<file path="src/design/sfplc_pkg.sv">
package sfplc_pkg;

   // protocol selected by the configuration registers
   typedef enum logic [1:0] {
      SFPLC_EXTENDED,
      SFPLC_DUAL_IO,
      SFPLC_QUAD_IO
   } sfplc_proto_t;

   // lane width of the command in progress (extended protocol)
   typedef enum logic [1:0] {
      SFPLC_W_SINGLE,
      SFPLC_W_DUAL,
      SFPLC_W_QUAD
   } sfplc_width_t;

   localparam int unsigned SFPLC_LANES     = 4;
   localparam int unsigned SFPLC_SYNC_W    = 6;
   // bit positions inside the synchronised pin vector
   localparam int unsigned SFPLC_POS_SCLK  = 5;
   localparam int unsigned SFPLC_POS_SEL   = 4;
   localparam int unsigned SFPLC_POS_WP    = 2;
   localparam int unsigned SFPLC_POS_PAUSE = 3;
   // output enable patterns per lane width
   localparam logic [3:0]  SFPLC_OE_NONE   = 4'h0;
   localparam logic [3:0]  SFPLC_OE_SINGLE = 4'h2;
   localparam logic [3:0]  SFPLC_OE_DUAL   = 4'h3;
   localparam logic [3:0]  SFPLC_OE_QUAD   = 4'hF;
   // reset values; sclk idles low so no false edge follows reset
   localparam logic [5:0]  SFPLC_SYNC_RST  = 6'h1F;
   localparam logic [3:0]  SFPLC_DATA_RST  = 4'h0;

endpackage : sfplc_pkg

</file>
<file path="src/design/sfplc_sync.sv">
`timescale 1ns/100ps
`default_nettype none
module sfplc_sync
   import sfplc_pkg::*;
#(
   parameter int unsigned         WIDTH   = SFPLC_SYNC_W,
   parameter logic [WIDTH-1:0]    RST_VAL = SFPLC_SYNC_RST
) (
   input  wire logic             clk,
   input  wire logic             rst_n,
   input  wire logic [WIDTH-1:0] pins_async,
   output logic      [WIDTH-1:0] pins_sync
);

   // two flops per bit; the first stage feeds only the second
   for (genvar i = 0; i < WIDTH; i++) begin : g_bit
      logic meta_r;
      always_ff @(posedge clk or negedge rst_n) begin
         if (!rst_n) begin
            meta_r       <= RST_VAL[i];
            pins_sync[i] <= RST_VAL[i];
         end else begin
            meta_r       <= pins_async[i];
            pins_sync[i] <= meta_r;
         end
      end
   end

endmodule // sfplc_sync
`default_nettype wire

</file>
<file path="src/design/sfplc_lane_ctrl.sv">
`timescale 1ns/100ps
`default_nettype none
module sfplc_lane_ctrl
   import sfplc_pkg::*;
(
   input  wire logic         clk,
   input  wire logic         rst_n,
   // pins to and from the host
   input  wire logic         sel_n_pin,
   input  wire logic         sclk_pin,
   input  wire logic [3:0]   lane_pin,
   output logic      [3:0]   lane_drv,
   output logic      [3:0]   lane_oe,
   // configuration and core status, same clock domain
   input  wire sfplc_proto_t proto_mode,
   input  wire sfplc_width_t cmd_width,
   input  wire logic         quad_read_cmd,
   input  wire logic         dtr_en,
   input  wire logic         cmd_phase,
   input  wire logic         pause_cfg_en,
   input  wire logic         pause_shared,
   input  wire logic         sr_wr_disable,
   input  wire logic         wrsr_req,
   input  wire logic         busy,
   input  wire logic [3:0]   tx_bits,
   input  wire logic         tx_en,
   // results towards the core
   output logic      [3:0]   rx_data,
   output logic              rx_valid,
   output logic              wrsr_exec,
   output logic              wrsr_refused,
   output logic              sr_locked,
   output logic              standby,
   output logic              pause_active
);

   logic [5:0] pins_s;
   logic       sclk_s;
   logic       sel_s;
   logic       wp_s;
   logic       pause_n_s;
   logic [3:0] lane_s;
   logic       sclk_q_r;
   logic       rise_e;
   logic       fall_e;
   logic       quad_mode;
   logic       dual_mode;
   logic       wp_as_lane;
   logic       pause_en;
   logic [3:0] oe_mask;
   logic [3:0] rx_mask;
   logic       link_live;
   logic       cap_e;
   logic       drv_e;
   logic       pause_act_r;
   logic [3:0] lane_o_r;
   logic [3:0] lane_oe_r;
   logic [3:0] rx_data_r;
   logic       rx_valid_r;
   logic       wrsr_exec_r;
   logic       wrsr_refused_r;
   logic       standby_r;

   // pins cross into the clk domain
   sfplc_sync #(
      .WIDTH   (SFPLC_SYNC_W),
      .RST_VAL (SFPLC_SYNC_RST)
   ) u_sync (
      .clk        (clk),
      .rst_n      (rst_n),
      .pins_async ({sclk_pin, sel_n_pin, lane_pin}),
      .pins_sync  (pins_s)
   );

   assign sclk_s    = pins_s[SFPLC_POS_SCLK];
   assign sel_s     = pins_s[SFPLC_POS_SEL];
   assign wp_s      = pins_s[SFPLC_POS_WP];
   assign pause_n_s = pins_s[SFPLC_POS_PAUSE];
   assign lane_s    = pins_s[3:0];

   // serial clock edge detection on synchronised copy
   always_ff @(posedge clk or negedge rst_n) begin
      if (!rst_n) begin
         sclk_q_r <= 1'b0;
      end else begin
         sclk_q_r <= sclk_s;
      end
   end

   assign rise_e = sclk_s & ~sclk_q_r;
   assign fall_e = ~sclk_s & sclk_q_r;

   // lane width decode per protocol and command
   assign quad_mode  = (proto_mode == SFPLC_QUAD_IO) ||
                       (proto_mode == SFPLC_EXTENDED && cmd_width == SFPLC_W_QUAD);
   assign dual_mode  = (proto_mode == SFPLC_DUAL_IO) ||
                       (proto_mode == SFPLC_EXTENDED && cmd_width == SFPLC_W_DUAL);
   assign wp_as_lane = (proto_mode == SFPLC_QUAD_IO) ||
                       (proto_mode == SFPLC_EXTENDED && quad_read_cmd);

   // lane direction masks; single width keeps lane 0 in, lane 1 out
   always_comb begin
      if (quad_mode) begin
         oe_mask = SFPLC_OE_QUAD;
         rx_mask = SFPLC_OE_QUAD;
      end else if (dual_mode) begin
         oe_mask = SFPLC_OE_DUAL;
         rx_mask = SFPLC_OE_DUAL;
      end else begin
         oe_mask = SFPLC_OE_SINGLE;
         rx_mask = 4'h1;
      end
   end

   // pause is dropped on a shared pin in quad protocol or double rate
   assign pause_en = pause_cfg_en &&
                     !(pause_shared && (proto_mode == SFPLC_QUAD_IO || dtr_en));

   // pause request, lane 3 level counts only while pause is enabled
   always_ff @(posedge clk or negedge rst_n) begin
      if (!rst_n) begin
         pause_act_r <= 1'b0;
      end else begin
         pause_act_r <= pause_en && !sel_s && !pause_n_s;
      end
   end

   // link is usable while selected and not paused
   assign link_live = !sel_s && !pause_act_r;
   // command sampled on rise only; double rate data on both edges
   assign cap_e = link_live && (rise_e || (dtr_en && !cmd_phase && fall_e));
   assign drv_e = link_live && (fall_e || (dtr_en && !cmd_phase && rise_e));

   // input capture with lane mask
   always_ff @(posedge clk or negedge rst_n) begin
      if (!rst_n) begin
         rx_data_r  <= SFPLC_DATA_RST;
         rx_valid_r <= 1'b0;
      end else begin
         rx_valid_r <= cap_e;
         if (cap_e) begin
            rx_data_r <= lane_s & rx_mask;
         end
      end
   end

   // output drive, floated on deselect or pause
   always_ff @(posedge clk or negedge rst_n) begin
      if (!rst_n) begin
         lane_o_r  <= SFPLC_DATA_RST;
         lane_oe_r <= SFPLC_OE_NONE;
      end else if (!link_live) begin
         lane_oe_r <= SFPLC_OE_NONE;
      end else if (drv_e) begin
         lane_o_r  <= tx_bits & oe_mask;
         lane_oe_r <= tx_en ? oe_mask : SFPLC_OE_NONE;
      end
   end

   // hardware lock of the status register
   assign sr_locked = sr_wr_disable && !wp_s && !wp_as_lane;

   // write-status request accepted or refused
   always_ff @(posedge clk or negedge rst_n) begin
      if (!rst_n) begin
         wrsr_exec_r    <= 1'b0;
         wrsr_refused_r <= 1'b0;
      end else begin
         wrsr_exec_r    <= wrsr_req && !sr_locked;
         wrsr_refused_r <= wrsr_req && sr_locked;
      end
   end

   // standby while deselected and idle inside
   always_ff @(posedge clk or negedge rst_n) begin
      if (!rst_n) begin
         standby_r <= 1'b1;
      end else begin
         standby_r <= sel_s && !busy;
      end
   end

   assign lane_drv     = lane_o_r;
   assign lane_oe      = lane_oe_r;
   assign rx_data      = rx_data_r;
   assign rx_valid     = rx_valid_r;
   assign wrsr_exec    = wrsr_exec_r;
   assign wrsr_refused = wrsr_refused_r;
   assign standby      = standby_r;
   assign pause_active = pause_act_r;
endmodule // sfplc_lane_ctrl
`default_nettype wire

</file>
<file path="config.mk">
export PLATFORM = sky130hd
export DESIGN_NAME = sfplc_lane_ctrl
export DESIGN_NICKNAME = d
export VERILOG_FILES = /design/src/design/sfplc_pkg.sv /design/src/design/sfplc_sync.sv /design/src/design/sfplc_lane_ctrl.sv
export SDC_FILE = /design/constraint.sdc
export NUM_CORES = 1
export LEC_CHECK = 0
export CAP_MARGIN = 25
export CORE_ASPECT_RATIO = 1.2
export CORE_MARGIN = 10
export CORE_UTILIZATION = 25
export CTS_CLUSTER_DIAMETER = 200
export CTS_CLUSTER_SIZE = 20
export DETAILED_ROUTE_END_ITERATION = 8
export DONT_BUFFER_PORTS = 1
export SYNTH_ARGS = -nofsm -noshare
export SYNTH_HDL_FRONTEND = slang
export SYNTH_SLANG_ARGS = --single-unit
</file>
<file path="constraint.sdc">
create_clock -name clk -period 2.7 [get_ports clk]
set_input_delay 0.135 -clock clk [delete_from_list [all_inputs] [get_ports clk]]
set_output_delay 0.135 -clock clk [all_outputs]
set_load 0.01 [all_outputs]
</file>
[Yosys cells after proc, flatten, opt, wreduce, memory -nomap -nowiden]
Index checks and enable logic that the tools add are counted.
Storage, ports and cells
  flip-flop bits (word level): 30
  input port bits: 25
Operators by class
  eq/ne operators: 5
  reduce and logical (&&, ||, !) cells: 35
  multiplexer cells: 7
  bitwise gates (word level): 6
Operators with widths (number)
  two-way mux 4 bit: 5
  logical AND 1 bit: 18
  zero test 1 bit: 9
  bitwise AND 4 bit: 2
  logical OR 1 bit: 6
  equality test 2 x 1 -> 1 bit, second input constant: 2
  equality test 2 bit, second input constant: 2
  bitwise AND 1 bit: 2
  zero test 2 bit: 1
  two-way mux 2 bit: 1
  inequality test 2 x 1 -> 1 bit, second input constant: 1
  inverter 1 bit: 2
  AND reduction 2 bit: 1
  two-way mux 1 bit: 1

[Logic depth before layout (Yosys ltp)]
  depth after elaboration: 8
  mapped depth: 4
  mapped depth without buffers: 3

[Modules after synthesis]
From an unflattened synthesis, not the netlist that was laid out.
Second synthesis, totals
  cells, all modules: 84
  area, all modules: 1156.1 µm²
Modules (own cells, without submodules)
  sfplc_lane_ctrl: cells each 72, area each 843.3 µm², sequential area each 426.7 µm², times used 1
  sfplc_sync: cells each 12, area each 312.8 µm², sequential area each 312.8 µm², times used 1

[Worst setup path after synthesis]
Ideal clock, no wire load.
  kind: reg2reg
  start point: register pause_act_r (netlist: pause_active)
  end point: register rx_data_r[0] (netlist: rx_data[0])
  arrival: 1226 ps
  path buffers: 0
  cell stages (with the launch flop): 4
  setup slack: 1349 ps
  required time: 2575 ps
  cell sequence: dfrtp_1 -> or2_1 -> a21oi_4 -> mux2_4
On the way
  cells in the longest elaborated chain, start to end: 3
RTL lines
  start: declaration: line sfplc_lane_ctrl.sv:55  | logic pause_act_r;
  start signal: assignment: line sfplc_lane_ctrl.sv:124  | pause_act_r <= pause_en && !sel_s && !pause_n_s;
  zero test 1 bit: line sfplc_lane_ctrl.sv:129  | assign link_live = !sel_s && !pause_act_r;
  logical AND 1 bit: line sfplc_lane_ctrl.sv:129
  logical AND 1 bit: line sfplc_lane_ctrl.sv:131  | assign cap_e = link_live && (rise_e || (dtr_en && !cmd_phase && fall_e));
  named net cap_e: line sfplc_lane_ctrl.sv:53  | logic cap_e;
  end signal: assignment: line sfplc_lane_ctrl.sv:142  | rx_data_r <= lane_s & rx_mask;
  end: declaration: line sfplc_lane_ctrl.sv:58  | logic [3:0] rx_data_r;
The timed path passes the listed nets, and every way through them passes these cells.
A chain may end at the register's enable or synchronous reset.

[Worst setup path in the final report]
Same ends and word-level chain as after synthesis.

==> summary.json <==
{
  "status": "finished clean",
  "grt-ovfl-total": 0,
  "synth_xor_xnor_area_share_pct": 0.761,
  "synthTopCellsByArea": "sky130_fd_sc_hd__dfrtp_1, sky130_fd_sc_hd__dfstp_2, sky130_fd_sc_hd__mux2i_1",
  "clkSlewWorstSetupHoldPaths_ns": 0.06,
  "critPathTopFamily": "flip-flops",
  "path_max_fanout": 5,
  "worst-endpoint-arrival_ns": 1.60,
  "synthesis.area_um2": 1150,
  "fin_skew_ns": 0.00665,
  "ys_seq_elements": 29,
  "synth_fp_nets": 111,
  "static-leakage-power_nw": 0.607,
  "clock_insertion_delay_worst_skew_ns": 0.28,
  "maxClockFrequency_mhz": 696,
  "post-synth-top-area-cell": "sky130_fd_sc_hd__dfrtp_1",
  "synth.area.mux_share_pct": 6.96,
  "hold_fix_buffers_at_cts": 13,
  "reg2reg_setup_slack_ns": 1.26,
  "cp_slowest_cell": "sky130_fd_sc_hd__dfrtp_1",
  "pin_count": 43,
  "critPathLaunch": "pause_active",
  "die_width_um": 81.9,
  "tritoncts": "done",
  "timing.critical_path.to_type": "flop",
  "vias": 731,
  "ys.warnings.count": 0,
  "hp-start": "tx_en",
  "hold_class": "in -> reg",
  "power.ir.vdd_worst_uv": 412,
  "antenna_left": 0,
  "worst_hold_path.num_cells": 2,
  "post-cts-setup-buffer-count": 0,
  "placedCellCount": 142,
  "synth.avg_cell_area_um2": 13.4,
  "crit_type": "reg -> reg",
  "finalWeightedCongestion": 0.657,
  "antenna_cells": 0,
  "synth.yosys.seq_area_share_pct": 64.2,
  "finalHoldViolCount": 0,
  "transition_time_at_the_pin_with_the_least_slew_margin_ns": 0.351,
  "die_h_um": 94.3,
  "worst_r2r_path_depth": 3,
  "dieArea_um2": 7730,
  "synth_cells": 86,
  "power_density_nw_per_um2": 721,
  "setup_viol": 0,
  "postSynth.topFlopCell": "sky130_fd_sc_hd__dfrtp_1",
  "totalWireLength_um": 2740,
  "finish.net_count": 129,
  "yosys.cell_types.count": 30,
  "depth_of_the_cts_h_tree": 2,
  "total_cts_buffers": 5,
  "number_of_global_route_vias_before_repair": 830,
  "initialDrtViolationCount": 23,
  "most_frequent_cell_after_synthesis": "sky130_fd_sc_hd__dfrtp_1",
  "via_density_per_instance": 4.48,
  "timing.critical_path.from_type": "flop",
  "timing_max_transition_violations_final": 0,
  "cts_repair_resize_count": 0,
  "portBuffers": 0,
  "placementRows": 27,
  "drt_first_pass_iters": 4,
  "crit_path_cell_trace": "or2_1 > a21oi_4 > mux2_4",
  "rsz0062_at_grt": "no",
  "postSynth.asyncResetShare_pct": 100,
  "main_combinational_cell_family_by_area_after_synthesis": "simple AND/OR/NAND/NOR gates",
  "finalSetupTns_ns": 0,
  "gr-usage-all-layers_pct": 7.83,
  "initial_utilization_pct": 25.4,
  "detail_route.wl_per_cell_um": 16.8,
  "post_synth_fa_ha_maj_area_fraction_pct": 0,
  "grt_max_degree": 30,
  "period_minus_slack_ns": 1.44,
  "grt_antenna_before_repair": 0,
  "synth_enable_flop_cells": 0,
  "fp.coreArea_um2": 4530,
  "synth_top_cell_area_share_pct": 39.1,
  "crit-reg2reg-capture": "rx_data[0]",
  "synth-compound-area-share_pct": 11.6,
  "layoutNonFillerInstCount": 163,
  "grt_first_pass_wirelength_um": 4370,
  "clock_sinks": 29,
  "finalCoreUtilization_pct": 32.4,
  "ctsLongestPathBuffers": 2,
  "worstPathRequired_ns": 2.86,
  "slew_headroom_pct": 76.6,
  "timing.final.crit_share_pct": 53.2,
  "worst_hold_path.endpoint": "lane_oe[1]",
  "remaining_drc_errors": 0,
  "dp_hpwl_um": 2110,
  "layout-drive-gt1-share_pct": 22.9,
  "source_of_the_worst_register_to_register_timing_path": "pause_active",
  "crit_buf_inv": 0,
  "synthSimpleGateAreaFrac_pct": 13.0,
  "critical-path-max-stage-delay_ns": 0.43,
  "synth.cells.most_frequent": "sky130_fd_sc_hd__dfrtp_1, sky130_fd_sc_hd__dfstp_2, sky130_fd_sc_hd__inv_1",
  "cap_viol_max_count": 0,
  "syn2layout_area_growth_pct": 27.5,
  "cts_root_buf": "sky130_fd_sc_hd__clkbuf_8"
}
==> layer usage <==
metal	GRT usage, %	up-vias	wire (µm)
li1	-	335	-
met1	7.15	355	866
met2	12.4	36	1380
met3	5.80	5	435
met4	4.26	0	55
met5	0	-	0
==> worst max path at each step <==
stage                        to  slack, ns  cells after the start
global route        lane_drv[1]       1.20                      3
global placement     rx_data[0]       1.27                      3
detailed placement   rx_data[0]       1.26                      3
CTS                  rx_data[0]       1.24                      3
floorplan            rx_data[0]       1.35                      3
finish               rx_data[0]       1.26                      3
==> final cells by class <==
class | count | area, µm²
Clock buffer | 7 | 86.3
Clock inverter | 1 | 30.0
Fill cell | 473 | 3060
Inverter | 7 | 26.3
Multi-Input combinational cell | 48 | 373
Sequential cell | 29 | 739
Tap cell | 58 | 72.6
Timing Repair Buffer | 13 | 140
==> worst reg2reg max path, stage by stage, from the launching register on <==
cell	delay, ns
sky130_fd_sc_hd__dfrtp_1	0.43
sky130_fd_sc_hd__or2_1	0.33
sky130_fd_sc_hd__a21oi_4	0.23
sky130_fd_sc_hd__mux2_4	0.33
==> flip-flops by register name, indices dropped and copies added, names as in the netlist <==
register	cells
lane_drv	4
lane_oe	3
pause_active	1
rx_data	4
rx_valid	1
sclk_q_r	1
standby	1
u_sync.g_bit.meta_r	6
u_sync.pins_sync	6
wrsr_exec	1
wrsr_refused	1
==> cells by family after synthesis <==
group	Yosys count
xor+xnor	1
mux	7
compound gates	17
buf+inv	9
simple gates	23
flops	29
==> power breakdown <==
group | switching (W) | total [W] | internal [W]
combinational | 0.0000400 | 0.0000856 | 0.0000456
sequential | 0.0000399 | 0.000517 | 0.000477
clock | 0.000155 | 0.000455 | 0.000300
==> through the flow <==
stage | setup WS, ns | area [µm²] | hold WS, ns | power (W)
2_1_floorplan | 1.35 | 1150 | -0.161 | 0.000568
3_3_place_gp | 1.27 | 1210 | -0.160 | 0.000586
3_5_place_dp | 1.26 | 1210 | -0.160 | 0.000588
4_1_cts | 1.24 | 1470 | 0.00913 | 0.00107
5_1_grt | 1.20 | 1470 | 0.0286 | 0.00111
6_report | 1.26 | 1470 | 0.0220 | 0.00106
==> cells in the final DEF (no fill, tap or decap), types with 2 or more instances in the layout <==
cell	n
sky130_fd_sc_hd__clkbuf_8	6
sky130_fd_sc_hd__o21ai_1	2
sky130_fd_sc_hd__or2_1	2
sky130_fd_sc_hd__inv_1	7
sky130_fd_sc_hd__nand2_1	4
sky130_fd_sc_hd__nand4_1	2
sky130_fd_sc_hd__mux2_4	2
sky130_fd_sc_hd__a21oi_4	2
sky130_fd_sc_hd__a21oi_1	2
sky130_fd_sc_hd__dlygate4sd3_1	12
sky130_fd_sc_hd__nor2_1	3
sky130_fd_sc_hd__nor2b_1	3
sky130_fd_sc_hd__o211ai_1	5
sky130_fd_sc_hd__o31ai_1	2
sky130_fd_sc_hd__nand2b_1	2
sky130_fd_sc_hd__mux2i_1	5
sky130_fd_sc_hd__dfrtp_1	18
sky130_fd_sc_hd__dfstp_2	11
No activity file was read; power rests on OpenSTA's default activity.
